[src/gfs_consts.svh]
// Timing constants and code values for the gating fault supervisor
`ifndef GFS_CONSTS_SVH
`define GFS_CONSTS_SVH
`define GFS_CLK_HZ          40000000
`define GFS_END_HOLD_S      20
`define GFS_MIN_HOLD_S      4
`define GFS_FIELD_WAIT_S    4
`define GFS_FIELD_WAIT4_S   2
`define GFS_IDLE_TIMEOUT_S  3600
`define GFS_TEACH_KEY_S     4
`define GFS_TEACH_TIMEOUT_S 150
`define GFS_SKEW_MS         500
`define GFS_RESP_LIMIT_MS   99
`define GFS_MS_CYCLES       (`GFS_CLK_HZ / 1000)
`define GFS_MODE_1          3'h1
`define GFS_MODE_4          3'h4
`define GFS_MODE_5          3'h5
`define GFS_MODE_6          3'h6
`define GFS_FAULT_NONE      8'h00
`define GFS_FAULT_END_HOLD  8'h01
`define GFS_FAULT_MIN_HOLD  8'h02
`define GFS_FAULT_NO_FIELD  8'h03
`define GFS_FAULT_ANTIVAL   8'h04
`define GFS_FAULT_MODE      8'h05
`define GFS_FAULT_CHANNEL   8'h06
`define GFS_FAULT_SKEW      8'h07
`define GFS_FAULT_TOP_BEAM  8'h08
`define GFS_WARN_NONE       8'h00
`define GFS_WARN_LATE_FIELD 8'h11
`define GFS_WARN_IDLE_OFF   8'h12
`define GFS_WARN_TEACH_KEY  8'h13
`define GFS_WARN_TEACH_TIME 8'h14
`define GFS_WARN_RESP_TIME  8'h15
`define GFS_WARN_TEACH_BAD  8'h16
`define GFS_WARN_TEACH_DATA 8'h17
`define GFS_WARN_CROSS      8'h18
`define GFS_WARN_START_CS   8'h19
`define GFS_WARN_ACK_REFUSE 8'h1a
`define GFS_WARN_FIELD_FREE 8'h1b
`define GFS_WARN_CS_DROP    8'h1c
`endif

[src/gfs_pkg.sv]
// Types for the gating fault supervisor
package gfs_pkg;
    typedef enum logic [2:0] {
        GFS_ST_START   = 3'b000,
        GFS_ST_OFF     = 3'b001,
        GFS_ST_ON      = 3'b010,
        GFS_ST_GATING  = 3'b011,
        GFS_ST_POST    = 3'b100,
        GFS_ST_LOCKED  = 3'b101
    } gfs_state_e;
endpackage

[src/gfs_supervisor.sv]
// Gating fault supervisor: sequence timing, teach checks and safety output control
`timescale 1ns/1ps
`include "gfs_consts.svh"

// Summary of operation
// - Control held 20 s after sequence: fault
// - Mode 5 control released before 4 s: fault
// - No field break within 1 h: fault
// - Modes 1/6 non-antivalent at start: outputs off
// - Bad or changed mode locks device
// - Channel error reported, then automatic reset
// - Late field break: warning, wait restart
// - Control dropped, 1 h expires: off, warning
// - Teach key skew over 4 s: warning
// - Teach over 2.5 min aborted: warning
// - Blanking response over 99 ms: warning
// - Incomplete teach keeps outputs off, warning
// - Implausible teach data keeps outputs off
// - Restart toggling with other line: warning
// - Control active at start-up: display warning
// - Acknowledge refused on wrong control levels
// - Field free too long: off, warning
// - Control drop without break: warning, on
// - Mode 6 top beam break: off
// - Modes 1/6 hold/control skew over 0.5 s: off
module gfs_supervisor #(
    parameter int unsigned MS_CYCLES       = `GFS_MS_CYCLES,
    parameter int unsigned END_HOLD_MS     = `GFS_END_HOLD_S * 1000,
    parameter int unsigned MIN_HOLD_MS     = `GFS_MIN_HOLD_S * 1000,
    parameter int unsigned FIELD_WAIT_MS   = `GFS_FIELD_WAIT_S * 1000,
    parameter int unsigned FIELD_WAIT4_MS  = `GFS_FIELD_WAIT4_S * 1000,
    parameter int unsigned IDLE_TIMEOUT_MS = `GFS_IDLE_TIMEOUT_S * 1000,
    parameter int unsigned TEACH_KEY_MS    = `GFS_TEACH_KEY_S * 1000,
    parameter int unsigned TEACH_TIME_MS   = `GFS_TEACH_TIMEOUT_S * 1000,
    parameter int unsigned SKEW_MS         = `GFS_SKEW_MS,
    parameter int unsigned FREE_LIMIT_MS   = 60000
) (
    input  wire logic        i_clk,
    input  wire logic        i_reset,
    input  wire logic [2:0]  i_mode,
    input  wire logic        i_mode_valid,
    input  wire logic        i_gating_control,
    input  wire logic        i_transport_hold_input,
    input  wire logic        i_restart_button_input,
    input  wire logic        i_field_interrupted,
    input  wire logic        i_top_beams_interrupted,
    input  wire logic        i_sequence_end,
    input  wire logic        i_channel_error,
    input  wire logic        i_teach_active,
    input  wire logic        i_teach_key_a,
    input  wire logic        i_teach_key_b,
    input  wire logic        i_teach_done,
    input  wire logic        i_teach_ok,
    input  wire logic        i_teach_data_bad,
    input  wire logic [7:0]  i_teach_resp_ms,
    input  wire logic        i_other_line_toggle,
    output logic             o_safety_switch_output,
    output logic             o_locked,
    output logic [7:0]       o_fault_code,
    output logic [7:0]       o_warning_code,
    output logic             o_warning_pulse
);
    initial begin
        if (MS_CYCLES < 1 || MS_CYCLES > 65535 || IDLE_TIMEOUT_MS > 32'h00ff_ffff)
            $error("gfs_supervisor: unsupported timing parameters");
    end

    // ----------------------------------------
    // Millisecond tick
    // ----------------------------------------
    logic [15:0] ms_div;
    logic        ms_tick;

    always_ff @(posedge i_clk) begin
        if (i_reset || ms_div == 16'(MS_CYCLES - 1)) begin
            ms_div  <= 16'h0000;
        end else begin
            ms_div  <= ms_div + 16'h0001;
        end
    end

    always_ff @(posedge i_clk) begin
        ms_tick <= !i_reset && ms_div == 16'(MS_CYCLES - 1);
    end

    function automatic logic [23:0] sat_inc(input logic [23:0] v);
        sat_inc = (v == 24'hff_ffff) ? v : v + 24'h00_0001;
    endfunction

    // ----------------------------------------
    // Input history
    // ----------------------------------------
    logic       cs_d;
    logic       th_d;
    logic       res_d;
    logic [2:0] mode_start;
    logic       cs_rise;
    logic       cs_fall;
    logic       res_edge;
    logic       m16;
    logic       m45;

    assign cs_rise  = i_gating_control && !cs_d;
    assign cs_fall  = !i_gating_control && cs_d;
    assign res_edge = i_restart_button_input != res_d;
    assign m16      = i_mode == `GFS_MODE_1 || i_mode == `GFS_MODE_6;
    assign m45      = i_mode == `GFS_MODE_4 || i_mode == `GFS_MODE_5;

    always_ff @(posedge i_clk) begin
        if (i_reset) begin
            cs_d  <= 1'b0;
            th_d  <= 1'b0;
            res_d <= 1'b0;
        end else begin
            cs_d  <= i_gating_control;
            th_d  <= i_transport_hold_input;
            res_d <= i_restart_button_input;
        end
    end

    // ----------------------------------------
    // Timers (milliseconds)
    // ----------------------------------------
    gfs_pkg::gfs_state_e state;
    logic [23:0] t_seq;
    logic [23:0] t_end;
    logic [23:0] t_skew;
    logic [23:0] t_free;
    logic [23:0] t_key;
    logic [23:0] t_teach;
    logic        broke;
    logic        th_cs_mismatch;

    assign th_cs_mismatch = (i_gating_control != th_d) || (i_transport_hold_input != cs_d);

    always_ff @(posedge i_clk) begin
        if (i_reset || cs_rise) begin
            t_seq <= 24'h00_0000;
        end else if (ms_tick) begin
            t_seq <= sat_inc(t_seq);
        end
    end

    always_ff @(posedge i_clk) begin
        if (i_reset || i_sequence_end) begin
            t_end <= 24'h00_0000;
        end else if (ms_tick && state == gfs_pkg::GFS_ST_POST) begin
            t_end <= sat_inc(t_end);
        end
    end

    // Skew counts while the two inputs lose antivalence, so they must move together
    always_ff @(posedge i_clk) begin
        if (i_reset || i_gating_control != i_transport_hold_input) begin
            t_skew <= 24'h00_0000;
        end else if (ms_tick) begin
            t_skew <= sat_inc(t_skew);
        end
    end

    always_ff @(posedge i_clk) begin
        if (i_reset || i_field_interrupted || state != gfs_pkg::GFS_ST_GATING) begin
            t_free <= 24'h00_0000;
        end else if (ms_tick) begin
            t_free <= sat_inc(t_free);
        end
    end

    always_ff @(posedge i_clk) begin
        if (i_reset || i_teach_key_a == i_teach_key_b) begin
            t_key <= 24'h00_0000;
        end else if (ms_tick) begin
            t_key <= sat_inc(t_key);
        end
    end

    always_ff @(posedge i_clk) begin
        if (i_reset || !i_teach_active) begin
            t_teach <= 24'h00_0000;
        end else if (ms_tick) begin
            t_teach <= sat_inc(t_teach);
        end
    end

    always_ff @(posedge i_clk) begin
        if (i_reset || cs_rise) begin
            broke <= 1'b0;
        end else if (i_field_interrupted) begin
            broke <= 1'b1;
        end
    end

    // ----------------------------------------
    // Event decode
    // ----------------------------------------
    logic [7:0] fault_ev;
    logic [7:0] warn_ev;
    logic       go_off;
    logic [23:0] wait_ms;

    assign wait_ms = (i_mode == `GFS_MODE_4) ? 24'(FIELD_WAIT4_MS) : 24'(FIELD_WAIT_MS);

    always_comb begin
        fault_ev = `GFS_FAULT_NONE;
        if (i_channel_error) begin
            fault_ev = `GFS_FAULT_CHANNEL;
        end else if (state == gfs_pkg::GFS_ST_POST && i_gating_control
                     && t_end >= 24'(END_HOLD_MS)) begin
            fault_ev = `GFS_FAULT_END_HOLD;
        end else if (state == gfs_pkg::GFS_ST_GATING && cs_fall
                     && i_mode == `GFS_MODE_5 && t_seq < 24'(MIN_HOLD_MS)) begin
            fault_ev = `GFS_FAULT_MIN_HOLD;
        end else if (state == gfs_pkg::GFS_ST_GATING && !broke && i_gating_control
                     && t_seq >= 24'(IDLE_TIMEOUT_MS)) begin
            fault_ev = `GFS_FAULT_NO_FIELD;
        end else if (m16 && state == gfs_pkg::GFS_ST_OFF && res_edge
                     && i_gating_control == i_transport_hold_input) begin
            fault_ev = `GFS_FAULT_ANTIVAL;
        end else if (m16 && t_skew >= 24'(SKEW_MS)) begin
            fault_ev = `GFS_FAULT_SKEW;
        end else if (i_mode == `GFS_MODE_6 && i_top_beams_interrupted
                     && state != gfs_pkg::GFS_ST_OFF) begin
            fault_ev = `GFS_FAULT_TOP_BEAM;
        end
    end

    always_comb begin
        warn_ev = `GFS_WARN_NONE;
        go_off  = 1'b0;
        if (res_edge && i_other_line_toggle) begin
            warn_ev = `GFS_WARN_CROSS;
        end else if (i_teach_active && t_key > 24'(TEACH_KEY_MS)) begin
            warn_ev = `GFS_WARN_TEACH_KEY;
        end else if (i_teach_active && t_teach >= 24'(TEACH_TIME_MS)) begin
            warn_ev = `GFS_WARN_TEACH_TIME;
        end else if (i_teach_done && i_teach_resp_ms > 8'(`GFS_RESP_LIMIT_MS)) begin
            warn_ev = `GFS_WARN_RESP_TIME;
        end else if (i_teach_done && !i_teach_ok) begin
            warn_ev = `GFS_WARN_TEACH_BAD;
        end else if (i_teach_data_bad) begin
            warn_ev = `GFS_WARN_TEACH_DATA;
        end else if (state == gfs_pkg::GFS_ST_OFF && res_edge && i_restart_button_input
                     && ((m16 && (!i_gating_control || i_transport_hold_input))
                         || (m45 && !i_gating_control))) begin
            warn_ev = `GFS_WARN_ACK_REFUSE;
        end else if (state == gfs_pkg::GFS_ST_GATING && !broke && i_gating_control
                     && t_seq == wait_ms) begin
            warn_ev = `GFS_WARN_LATE_FIELD;
            go_off  = 1'b1;
        end else if (state == gfs_pkg::GFS_ST_GATING && !broke && !i_gating_control
                     && t_seq >= 24'(IDLE_TIMEOUT_MS)) begin
            warn_ev = `GFS_WARN_IDLE_OFF;
            go_off  = 1'b1;
        end else if (state == gfs_pkg::GFS_ST_GATING && t_free >= 24'(FREE_LIMIT_MS)) begin
            warn_ev = `GFS_WARN_FIELD_FREE;
            go_off  = 1'b1;
        end else if (state == gfs_pkg::GFS_ST_GATING && cs_fall && !broke) begin
            warn_ev = `GFS_WARN_CS_DROP;
        end
    end

    // ----------------------------------------
    // Supervisor state
    // ----------------------------------------
    // A fault always wins over a warning raised in the same cycle.
    always_ff @(posedge i_clk) begin
        if (i_reset) begin
            state      <= gfs_pkg::GFS_ST_START;
            mode_start <= 3'h0;
        end else begin
            case (state)
                gfs_pkg::GFS_ST_START: begin
                    mode_start <= i_mode;
                    if (!i_mode_valid || i_restart_button_input) begin
                        state <= gfs_pkg::GFS_ST_LOCKED;
                    end else begin
                        state <= gfs_pkg::GFS_ST_OFF;
                    end
                end
                gfs_pkg::GFS_ST_LOCKED: begin
                    state <= gfs_pkg::GFS_ST_LOCKED;
                end
                default: begin
                    if (i_mode != mode_start || !i_mode_valid) begin
                        state <= gfs_pkg::GFS_ST_LOCKED;
                    end else if (fault_ev != `GFS_FAULT_NONE || go_off
                                 || i_teach_active) begin
                        state <= gfs_pkg::GFS_ST_OFF;
                    end else if (state == gfs_pkg::GFS_ST_OFF) begin
                        if (res_edge && i_restart_button_input
                            && warn_ev == `GFS_WARN_NONE && !i_teach_data_bad) begin
                            state <= gfs_pkg::GFS_ST_ON;
                        end
                    end else if (state == gfs_pkg::GFS_ST_ON && cs_rise) begin
                        state <= gfs_pkg::GFS_ST_GATING;
                    end else if (state == gfs_pkg::GFS_ST_GATING && i_sequence_end) begin
                        state <= gfs_pkg::GFS_ST_POST;
                    end else if (state == gfs_pkg::GFS_ST_POST && !i_gating_control) begin
                        state <= gfs_pkg::GFS_ST_ON;
                    end
                end
            endcase
        end
    end

    // ----------------------------------------
    // Outputs
    // ----------------------------------------
    logic start_cs;

    assign start_cs = state == gfs_pkg::GFS_ST_START && i_gating_control;

    always_ff @(posedge i_clk) begin
        if (i_reset) begin
            o_safety_switch_output <= 1'b0;
            o_locked               <= 1'b0;
        end else begin
            o_safety_switch_output <= (state == gfs_pkg::GFS_ST_ON
                                       || state == gfs_pkg::GFS_ST_GATING
                                       || state == gfs_pkg::GFS_ST_POST)
                                      && fault_ev == `GFS_FAULT_NONE && !go_off
                                      && !i_teach_active && i_mode == mode_start;
            o_locked               <= state == gfs_pkg::GFS_ST_LOCKED;
        end
    end

    // Codes stay until the next one replaces them; the channel code clears on its own
    always_ff @(posedge i_clk) begin
        if (i_reset) begin
            o_fault_code <= `GFS_FAULT_NONE;
        end else if (state == gfs_pkg::GFS_ST_LOCKED) begin
            o_fault_code <= `GFS_FAULT_MODE;
        end else if (fault_ev != `GFS_FAULT_NONE) begin
            o_fault_code <= fault_ev;
        end else if (o_fault_code == `GFS_FAULT_CHANNEL) begin
            o_fault_code <= `GFS_FAULT_NONE;
        end
    end

    always_ff @(posedge i_clk) begin
        if (i_reset) begin
            o_warning_code  <= `GFS_WARN_NONE;
            o_warning_pulse <= 1'b0;
        end else if (start_cs) begin
            o_warning_code  <= `GFS_WARN_START_CS;
            o_warning_pulse <= 1'b1;
        end else begin
            o_warning_pulse <= warn_ev != `GFS_WARN_NONE && state != gfs_pkg::GFS_ST_LOCKED;
            if (warn_ev != `GFS_WARN_NONE && state != gfs_pkg::GFS_ST_LOCKED) begin
                o_warning_code <= warn_ev;
            end
        end
    end
endmodule

[config.mk]
export PLATFORM = sky130hd
export DESIGN_NAME = gfs_supervisor
export DESIGN_NICKNAME = d
export VERILOG_FILES = /design/src/gfs_pkg.sv /design/src/gfs_supervisor.sv
export VERILOG_INCLUDE_DIRS = /design/src
export SDC_FILE = /design/constraint.sdc
export NUM_CORES = 1
export LEC_CHECK = 0
export ABC_CLOCK_PERIOD_IN_PS = 5240
export BUFFER_PORTS_ARGS = -buffer_cell sky130_fd_sc_hd__clkbuf_2
export CAP_MARGIN = 10
export CORE_MARGIN = 3
export CORE_UTILIZATION = 61
export CTS_CLUSTER_SIZE = 24
export DETAILED_ROUTE_END_ITERATION = 7
export PLACE_DENSITY = 0.79
export SYNTH_ARGS = -nofsm -noshare
export SYNTH_HDL_FRONTEND = slang
export SYNTH_SLANG_ARGS = --single-unit
[constraint.sdc]
create_clock -name i_clk -period 5.24 [get_ports i_clk]
set_clock_uncertainty 0.1 [all_clocks]
set_input_delay 0 -clock i_clk [delete_from_list [all_inputs] [get_ports i_clk]]
set_output_delay 0 -clock i_clk [all_outputs]
set_load 0.05 [all_outputs]
==> results.md, run 1 <==
| Result | Reported |
|---|---|
| Result of the run | completed |
| Dominant cell type by area after synthesis | dfxtp_1 |
| Max VDD drop | 0.3251 mV |
| Number of flip-flops and latches in the synthesized netlist | 182 |
| Horizontal extent of the die | 128.7 um |
| Post-DRT Antenna Nets | 0 |
| Clock-pin slew reported for the worst setup and hold paths after clock tree synthesis | 0.07 ns |
| Origin of the worst setup path | state[0] |
| Critical path destination | state[1] |
| Hold Fails Final Rpt | 0 |
| Minimum period implied by the final worst setup slack | 3.519 ns |
| Count of vias placed by the detailed router | 7837 |
| Share of Yosys cell area claimed by the top area cell type | 39.70% |
| Worst slew margin relative to its limit | 22.44% |
| Nature of the critical path startpoint | flop |
| Final worst-path cycle share | 67.16% |
| Number of rows created at floorplan | 44 |
| Remaining design rule violation count | 0 |
| Reg-to-reg setup timing slack | 1.72 ns |
| Area enclosed by the die boundary | 0.01655 mm2 |
| Boundary pin count | 47 |
| Count of TritonRoute iterations in the first routing pass | 5 |
| Mean cell area of the mapped netlist | 8.143 um2 |
| Proportion of synthesized chip area in sequential cells | 39.70% |
| Max stage delay cell, worst path | nor4bb_1 |
| Maximum buffer depth of the clock tree | 2 |
| Mapped Area | 0.009178 mm2 |
| Number of buffers created by CTS | 17 |
| Starting DRT DRC Count | 479 |
| First-pass GRT wire length | 32.98 mm |
| Number of buffers added to fix hold violations after cts | 21 |
| Number of endpoints failing setup at the final stage | 0 |
| Warnings from Yosys | 0 |
| Max-slew violation total from the final report | 0 |
| Die height | 128.7 um |
| Placeable core region | 0.01464 mm2 |
| Clock tree from TritonCTS | yes |
| Pin count of the biggest net entering global routing | 26 |
| Worst path buffer plus inverter count | 2 |
| Area growth from synthesis to layout | 11.34% |
| Transition at the pin with the smallest max-transition slack | 1.151 ns |
| Peak per-stage delay on the critical path | 0.72 ns |
| Leakage power summed over all cells | 3.365 nW |
| Final WL | 19.34 mm |
| Count of mapped cells out of synthesis | 1127 |
| RePlAce Congestion | 0.9135 |
| Number of antenna violations at the first check in global routing | 0 |
| Overall track demand over capacity in global routing | 23.90% |
| P per Cell Area | 285.6 mW/mm2 |
| Number of max-cap violations | 0 |
| Antenna diode instance count | 0 |
| Highest fanout seen on the critical path | 14 |
| Layout cells sized above 1 | 7.732% |
| Worst setup path category | reg2reg |
| Wire per inst | 14.21 um |
| Reg-to-reg critical path startpoint | state[0] |
| Overall power | 2.918 mW |
| Unique masters post-synth | 73 |
| Arrival time reported for the critical path endpoint | 3.74 ns |
| Hold/Removal Path Class | in2reg |
| Htree depth | 4 |
| FF-to-FF End | state[1] |
| Most frequent cells after synthesis | dfxtp_1 (182), nor2_1 (178), nand2_1 (101) |
| Via count of the first global-routing pass | 7264 |
| Number of synthesized flops with an enable pin | 0 |
| Post-cts resize count | 0 |
| WP data required | 5.46 ns |
| Total clock sinks | 182 |
| Max Clk Rate | 0.2842 GHz |
| Count leader, synth | dfxtp_1 |
| Total negative slack for setup checks | 0 ns |
| Most used flip-flop cell after synthesis | dfxtp_1 |
| Depth of the most critical reg-to-reg path | 8 |
| Count of nets after finishing | 1207 |
| Drt via density | 5.758 |
| CP delay by family, top | simple AND/OR/NAND/NOR gates |
| Crit. path cell count | 8 |
| Total half-perimeter wirelength after legalization and detailed placement | 13.31 mm |
| Critical-path cell list | nor4bb_1 -> and4_1 -> nand4_1 -> nand3_1 -> inv_1 -> o31ai_1 -> nor4_1 -> dlygate4sd3_1 |
| Area contributors post-synth | dfxtp_1 (40%), nor2_1 (7.3%), xor2_1 (5.9%) |
| Critical path capture point type | flop |
| Skew-Pair Late Insertion Delay | 0.43 ns |
| Starting density of the core | 62.67% |
| Post-CTS setup buffer count | 0 |
| Total congestion overflow | 0 |
| Ys async rst share | 0% |
| Root buffer cell | clkbuf_16 |
| Setup repair after global routing missed its margin | false |
| Number of buffers inserted by port buffering | 37 |
[metal layers]
metal / track usage [%] / part of all wire [%]
met1: 31.42 / 47
met2: 39.76 / 48
met3: 5.147 / 3.9
met4: 6.856 / 1.7
met5: 0 / 0
[stage by stage]
stage	setup WS (ns)	instances	util [%]	hold slack, ns	area [um2]
after floorplan	2.747	1133	-	0.0002901	9200
after global routing	1.552	1361	69.78	0.2004	10220
after global placement	2.314	1308	64.07	0.1270	9383
after CTS	1.790	1361	69.78	0.1286	10220
final	1.721	1361	69.78	0.1281	10220
after detailed placement	2.274	1308	64.07	0.1339	9383
[tightest hold or removal path: stages]
cell and delay [ns]:
clkbuf_2 0.07, o21ai_0 0.18, o211ai_1 0.16, a211o_2 0.14, a21boi_0 0.06
[cell usage in the layout (no fill, tap or decap), drive strengths merged, types with 4 or more instances in the layout]
master	Yosys	layout
nor4	29	29
nand3b	4	4
and2	4	4
a31oi	10	10
o2111ai	5	5
clkbuf	33	55
conb	1	7
nor2b	7	7
o211ai	8	8
or2	4	4
dlygate4sd3	0	21
nand2b	5	5
nand4	41	41
mux2i	8	8
nor3b	6	6
xnor2	61	61
and4	10	10
dfxtp	182	182
nand3	61	61
a21boi	4	4
ha	15	15
a21oi	46	46
or3	38	38
inv	42	50
o21ai	45	45
and3	22	22
nor2	178	178
nor3	39	39
xor2	62	62
nand2	101	101
[layout make-up]
type | count | area [um2]
Clock inverter | 14 | 186.4
Clock buffer | 18 | 439.2
Timing Repair Buffer | 58 | 395.4
Multi-Input combinational cell | 863 | 5166
Fill cell | 1186 | 4425
Sequential cell | 182 | 3643
Tap cell | 184 | 230.2
Inverter | 42 | 157.7
[sequential cells by signal (all words and copies together), names as in the netlist]
register                count
broke                       1
cs_d                        1
mode_start                  3
ms_div                     16
ms_tick                     1
o_fault_code                4
o_locked                    1
o_safety_switch_output      1
o_warning_code              5
o_warning_pulse             1
res_d                       1
state                       3
t_end                      24
t_free                     24
t_key                      24
t_seq                      24
t_skew                     24
t_teach                    24
[worst min path at each step]
stage	from	endpoint	slack [ns]	cells after the start
after CTS	i_teach_resp_ms[7]	o_warning_code[1]	0.13	5
after global placement	i_mode_valid	state[2]	0.13	2
after floorplan	i_mode_valid	state[2]	0.0003	1
after detailed placement	i_mode_valid	state[2]	0.13	2
final	i_teach_resp_ms[7]	o_warning_code[1]	0.13	5
after global routing	i_teach_resp_ms[7]	o_warning_code[1]	0.20	5
[cells by family (layout without fill, tap and decap cells)]
logic type / Yosys count / in the layout / synth area share [%]
flops: 182 / 182 / 39.70
fa+ha+maj: 15 / 15 / 2.045
other cells: 1 / 7 / 0.04086
xor+xnor: 123 / 123 / 11.74
buf+inv: 88 / 132 / 4.254
simple gates: 563 / 563 / 30.63
compound gates: 147 / 147 / 10.72
mux: 8 / 8 / 0.8726
[where the power goes]
| group | switching [mW] | internal (mW) |
|---|---|---|
| registers | 0.0117 | 1.40 |
| logic | 0.108 | 0.0507 |
| clock network | 0.575 | 0.778 |
| total | 0.694 | 2.22 |
(Power assumes the default switching activity.)
==> run 2, diff against run 1 <==
--- a/config.mk
+++ b/config.mk
@@ -6,7 +6,7 @@
 export SDC_FILE = /design/constraint.sdc
 export NUM_CORES = 1
 export LEC_CHECK = 0
-export ABC_CLOCK_PERIOD_IN_PS = 5240
+export ABC_CLOCK_PERIOD_IN_PS = 3400
 export BUFFER_PORTS_ARGS = -buffer_cell sky130_fd_sc_hd__clkbuf_2
 export CAP_MARGIN = 10
 export CORE_MARGIN = 3
==> constraint.sdc (replaced) <==
create_clock -name i_clk -period 3.4 [get_ports i_clk]
set_clock_uncertainty 0.1 [all_clocks]
set_input_delay 0 -clock i_clk [delete_from_list [all_inputs] [get_ports i_clk]]
set_output_delay 0 -clock i_clk [all_outputs]
set_load 0.05 [all_outputs]
==> results.md, run 2 (same netlist as run 1, synthesis figures left out) <==
| Result | Reported |
|---|---|
| Clock tree from TritonCTS | yes |
| Boundary pin count | 47 |
| Post-DRT Antenna Nets | 0 |
| First-pass GRT wire length | 33.09 mm |
| Final worst-path cycle share | 98.75% |
| Switching Power | 1.040 mW |
| Total clock sinks | 182 |
| Busiest layer in global routing | met2 |
| Max stage delay cell, worst path | dlygate4sd3_1 |
| Hold/Removal Path Class | in2reg |
| Area enclosed by the die boundary | 0.01655 mm2 |
| Max-slew violation total from the final report | 0 |
| Peak per-stage delay on the critical path | 0.58 ns |
| Remaining design rule violation count | 0 |
| Post-CTS setup buffer count | 0 |
| Leakage power summed over all cells | 3.366 nW |
| Most common cell after layout, fill and taps aside | dfxtp_1 |
| Number of antenna violations at the first check in global routing | 0 |
| Cell internal pwr | 3.318 mW |
| Final WL | 19.65 mm |
| Skew-Pair Late Insertion Delay | 0.43 ns |
| WP data required | 3.62 ns |
| Grt met3 use | 4.815% |
| Wire per inst | 14.38 um |
| Reg-to-reg setup timing slack | 0.04 ns |
| Antenna diode instance count | 0 |
| Transition at the pin with the smallest max-transition slack | 0.8826 ns |
| Share of total power in sequential cells | 49.8% |
| Drt via density | 5.818 |
| Most frequent cells in the layout | dfxtp_1 (182), nor2_1 (178), nand2_1 (101) |
| Minimum period implied by the final worst setup slack | 3.358 ns |
| Result of the run | completed |
| CP delay by family, top | compound AO/OA/AOI/OAI gates |
| Clock-pin slew reported for the worst setup and hold paths after clock tree synthesis | 0.07 ns |
| Horizontal extent of the die | 128.7 um |
| Starting density of the core | 62.67% |
| RePlAce Congestion | 0.8385 |
| Maximum buffer depth of the clock tree | 2 |
| Max VDD drop | 0.3784 mV |
| Layout cells sized above 1 | 8.199% |
| Nature of the critical path startpoint | flop |
| Number of endpoints failing setup at the final stage | 0 |
| Pin count of the biggest net entering global routing | 26 |
| Critical-path cell list | or4_4 -> a2111oi_2 -> o211ai_1 -> nand3_1 -> inv_1 -> o31ai_1 -> nor4_1 -> dlygate4sd3_1 |
| P per Cell Area | 426.1 mW/mm2 |
| Count of TritonRoute iterations in the first routing pass | 5 |
| Clock share of power | 44.6% |
| Root buffer cell | clkbuf_16 |
| Number of max-cap violations | 0 |
| Number of buffers created by CTS | 17 |
| Count of vias placed by the detailed router | 7953 |
| Total negative slack for setup checks | 0 ns |
| Die height | 128.7 um |
| Total congestion overflow | 0 |
| Number of rows created at floorplan | 44 |
| Proportion of total power due to net switching | 23.86% |
| Setup repair after global routing missed its margin | true |
| Critical path capture point type | flop |
| Number of buffers inserted by port buffering | 37 |
| Via count of the first global-routing pass | 7202 |
| Hold Fails Final Rpt | 0 |
| Count of nets after finishing | 1213 |
| Worst setup path category | reg2reg |
| Met2 GRT Util | 39.70% |
| Worst path buffer plus inverter count | 2 |
| Placeable core region | 0.01464 mm2 |
| Minimum hold slack | 0.03916 ns |
| Worst slew margin relative to its limit | 40.67% |
| Arrival time reported for the critical path endpoint | 3.58 ns |
| Max Clk Rate | 0.2978 GHz |
| Starting DRT DRC Count | 563 |
| Area growth from synthesis to layout | 11.44% |
| Overall track demand over capacity in global routing | 23.92% |
| Total half-perimeter wirelength after legalization and detailed placement | 13.39 mm |
| Met1 Resource Use GR | 31.38% |
| Highest fanout seen on the critical path | 7 |
| Htree depth | 4 |
| Gate power share | 5.6% |
-- run 2: path summary, 6_finish.rpt --
kind	startpoint	end	cells after the start
max reg2reg	t_seq[16]	state[1]	8
min	i_teach_active	o_safety_switch_output	4
min reg2reg	ms_div[0]	ms_div[0]	1
max	t_seq[16]	state[1]	8
-- run 2: power by group through the flow --
| stage | Combinational (mW) | Clock, mW | Sequential, mW |
|---|---|---|---|
| 2_1_floorplan | 0.142 | 0 | 2.25 |
| 3_3_place_gp | 0.221 | 0 | 2.22 |
| 3_5_place_dp | 0.222 | 0 | 2.22 |
| 4_1_cts | 0.243 | 1.97 | 2.17 |
| 5_1_grt | 0.266 | 2.07 | 2.17 |
| 6_report | 0.246 | 1.94 | 2.17 |
-- run 2: layer usage --
layer | routed length [um] | vias to the layer above
li1 | - | 4012
met1 | 9136 | 3751
met2 | 9429 | 163
met3 | 768 | 27
met4 | 320 | 0
met5 | 0 | -
-- run 2: worst register-to-register path, delay by kind of cell (launching register included) --
kind,cells,cell delay (ns)
AOI/OAI and AO/OA,3,1.16
and+or+nand+nor,3,0.92
buffers and inverters,2,0.67
DFF,1,0.39
-- run 2: cell type report --
class | count | area (um2)
fillers | 1210 | 4417
flip-flops and latches | 182 | 3643
inverters | 42 | 157.7
clock buffers | 18 | 429.2
clock inverters | 14 | 153.9
multi-input cells | 863 | 5172
well taps | 184 | 230.2
repair buffers | 64 | 440.4
-- run 2: through the flow --
stage,std cells,total power [mW],area [um2],util (%),worst slack (ns)
finish,1367,4.358,10230,69.84,0.04245
global route,1367,4.504,10230,69.84,-0.07977
CTS,1367,4.381,10220,69.80,0.1074
detailed placement,1314,2.439,9428,64.38,0.6801
global placement,1314,2.437,9428,64.38,0.6908
floorplan,1133,2.388,9200,-,0.9066
-- run 2: what timing repair did --
item | in CTS | in global routing
setup endpoints to repair | 0 | 3
hold buffers | 21 | 0
endpoints found under the hold margin | 23 | 0
gates resized for setup | 0 | 2
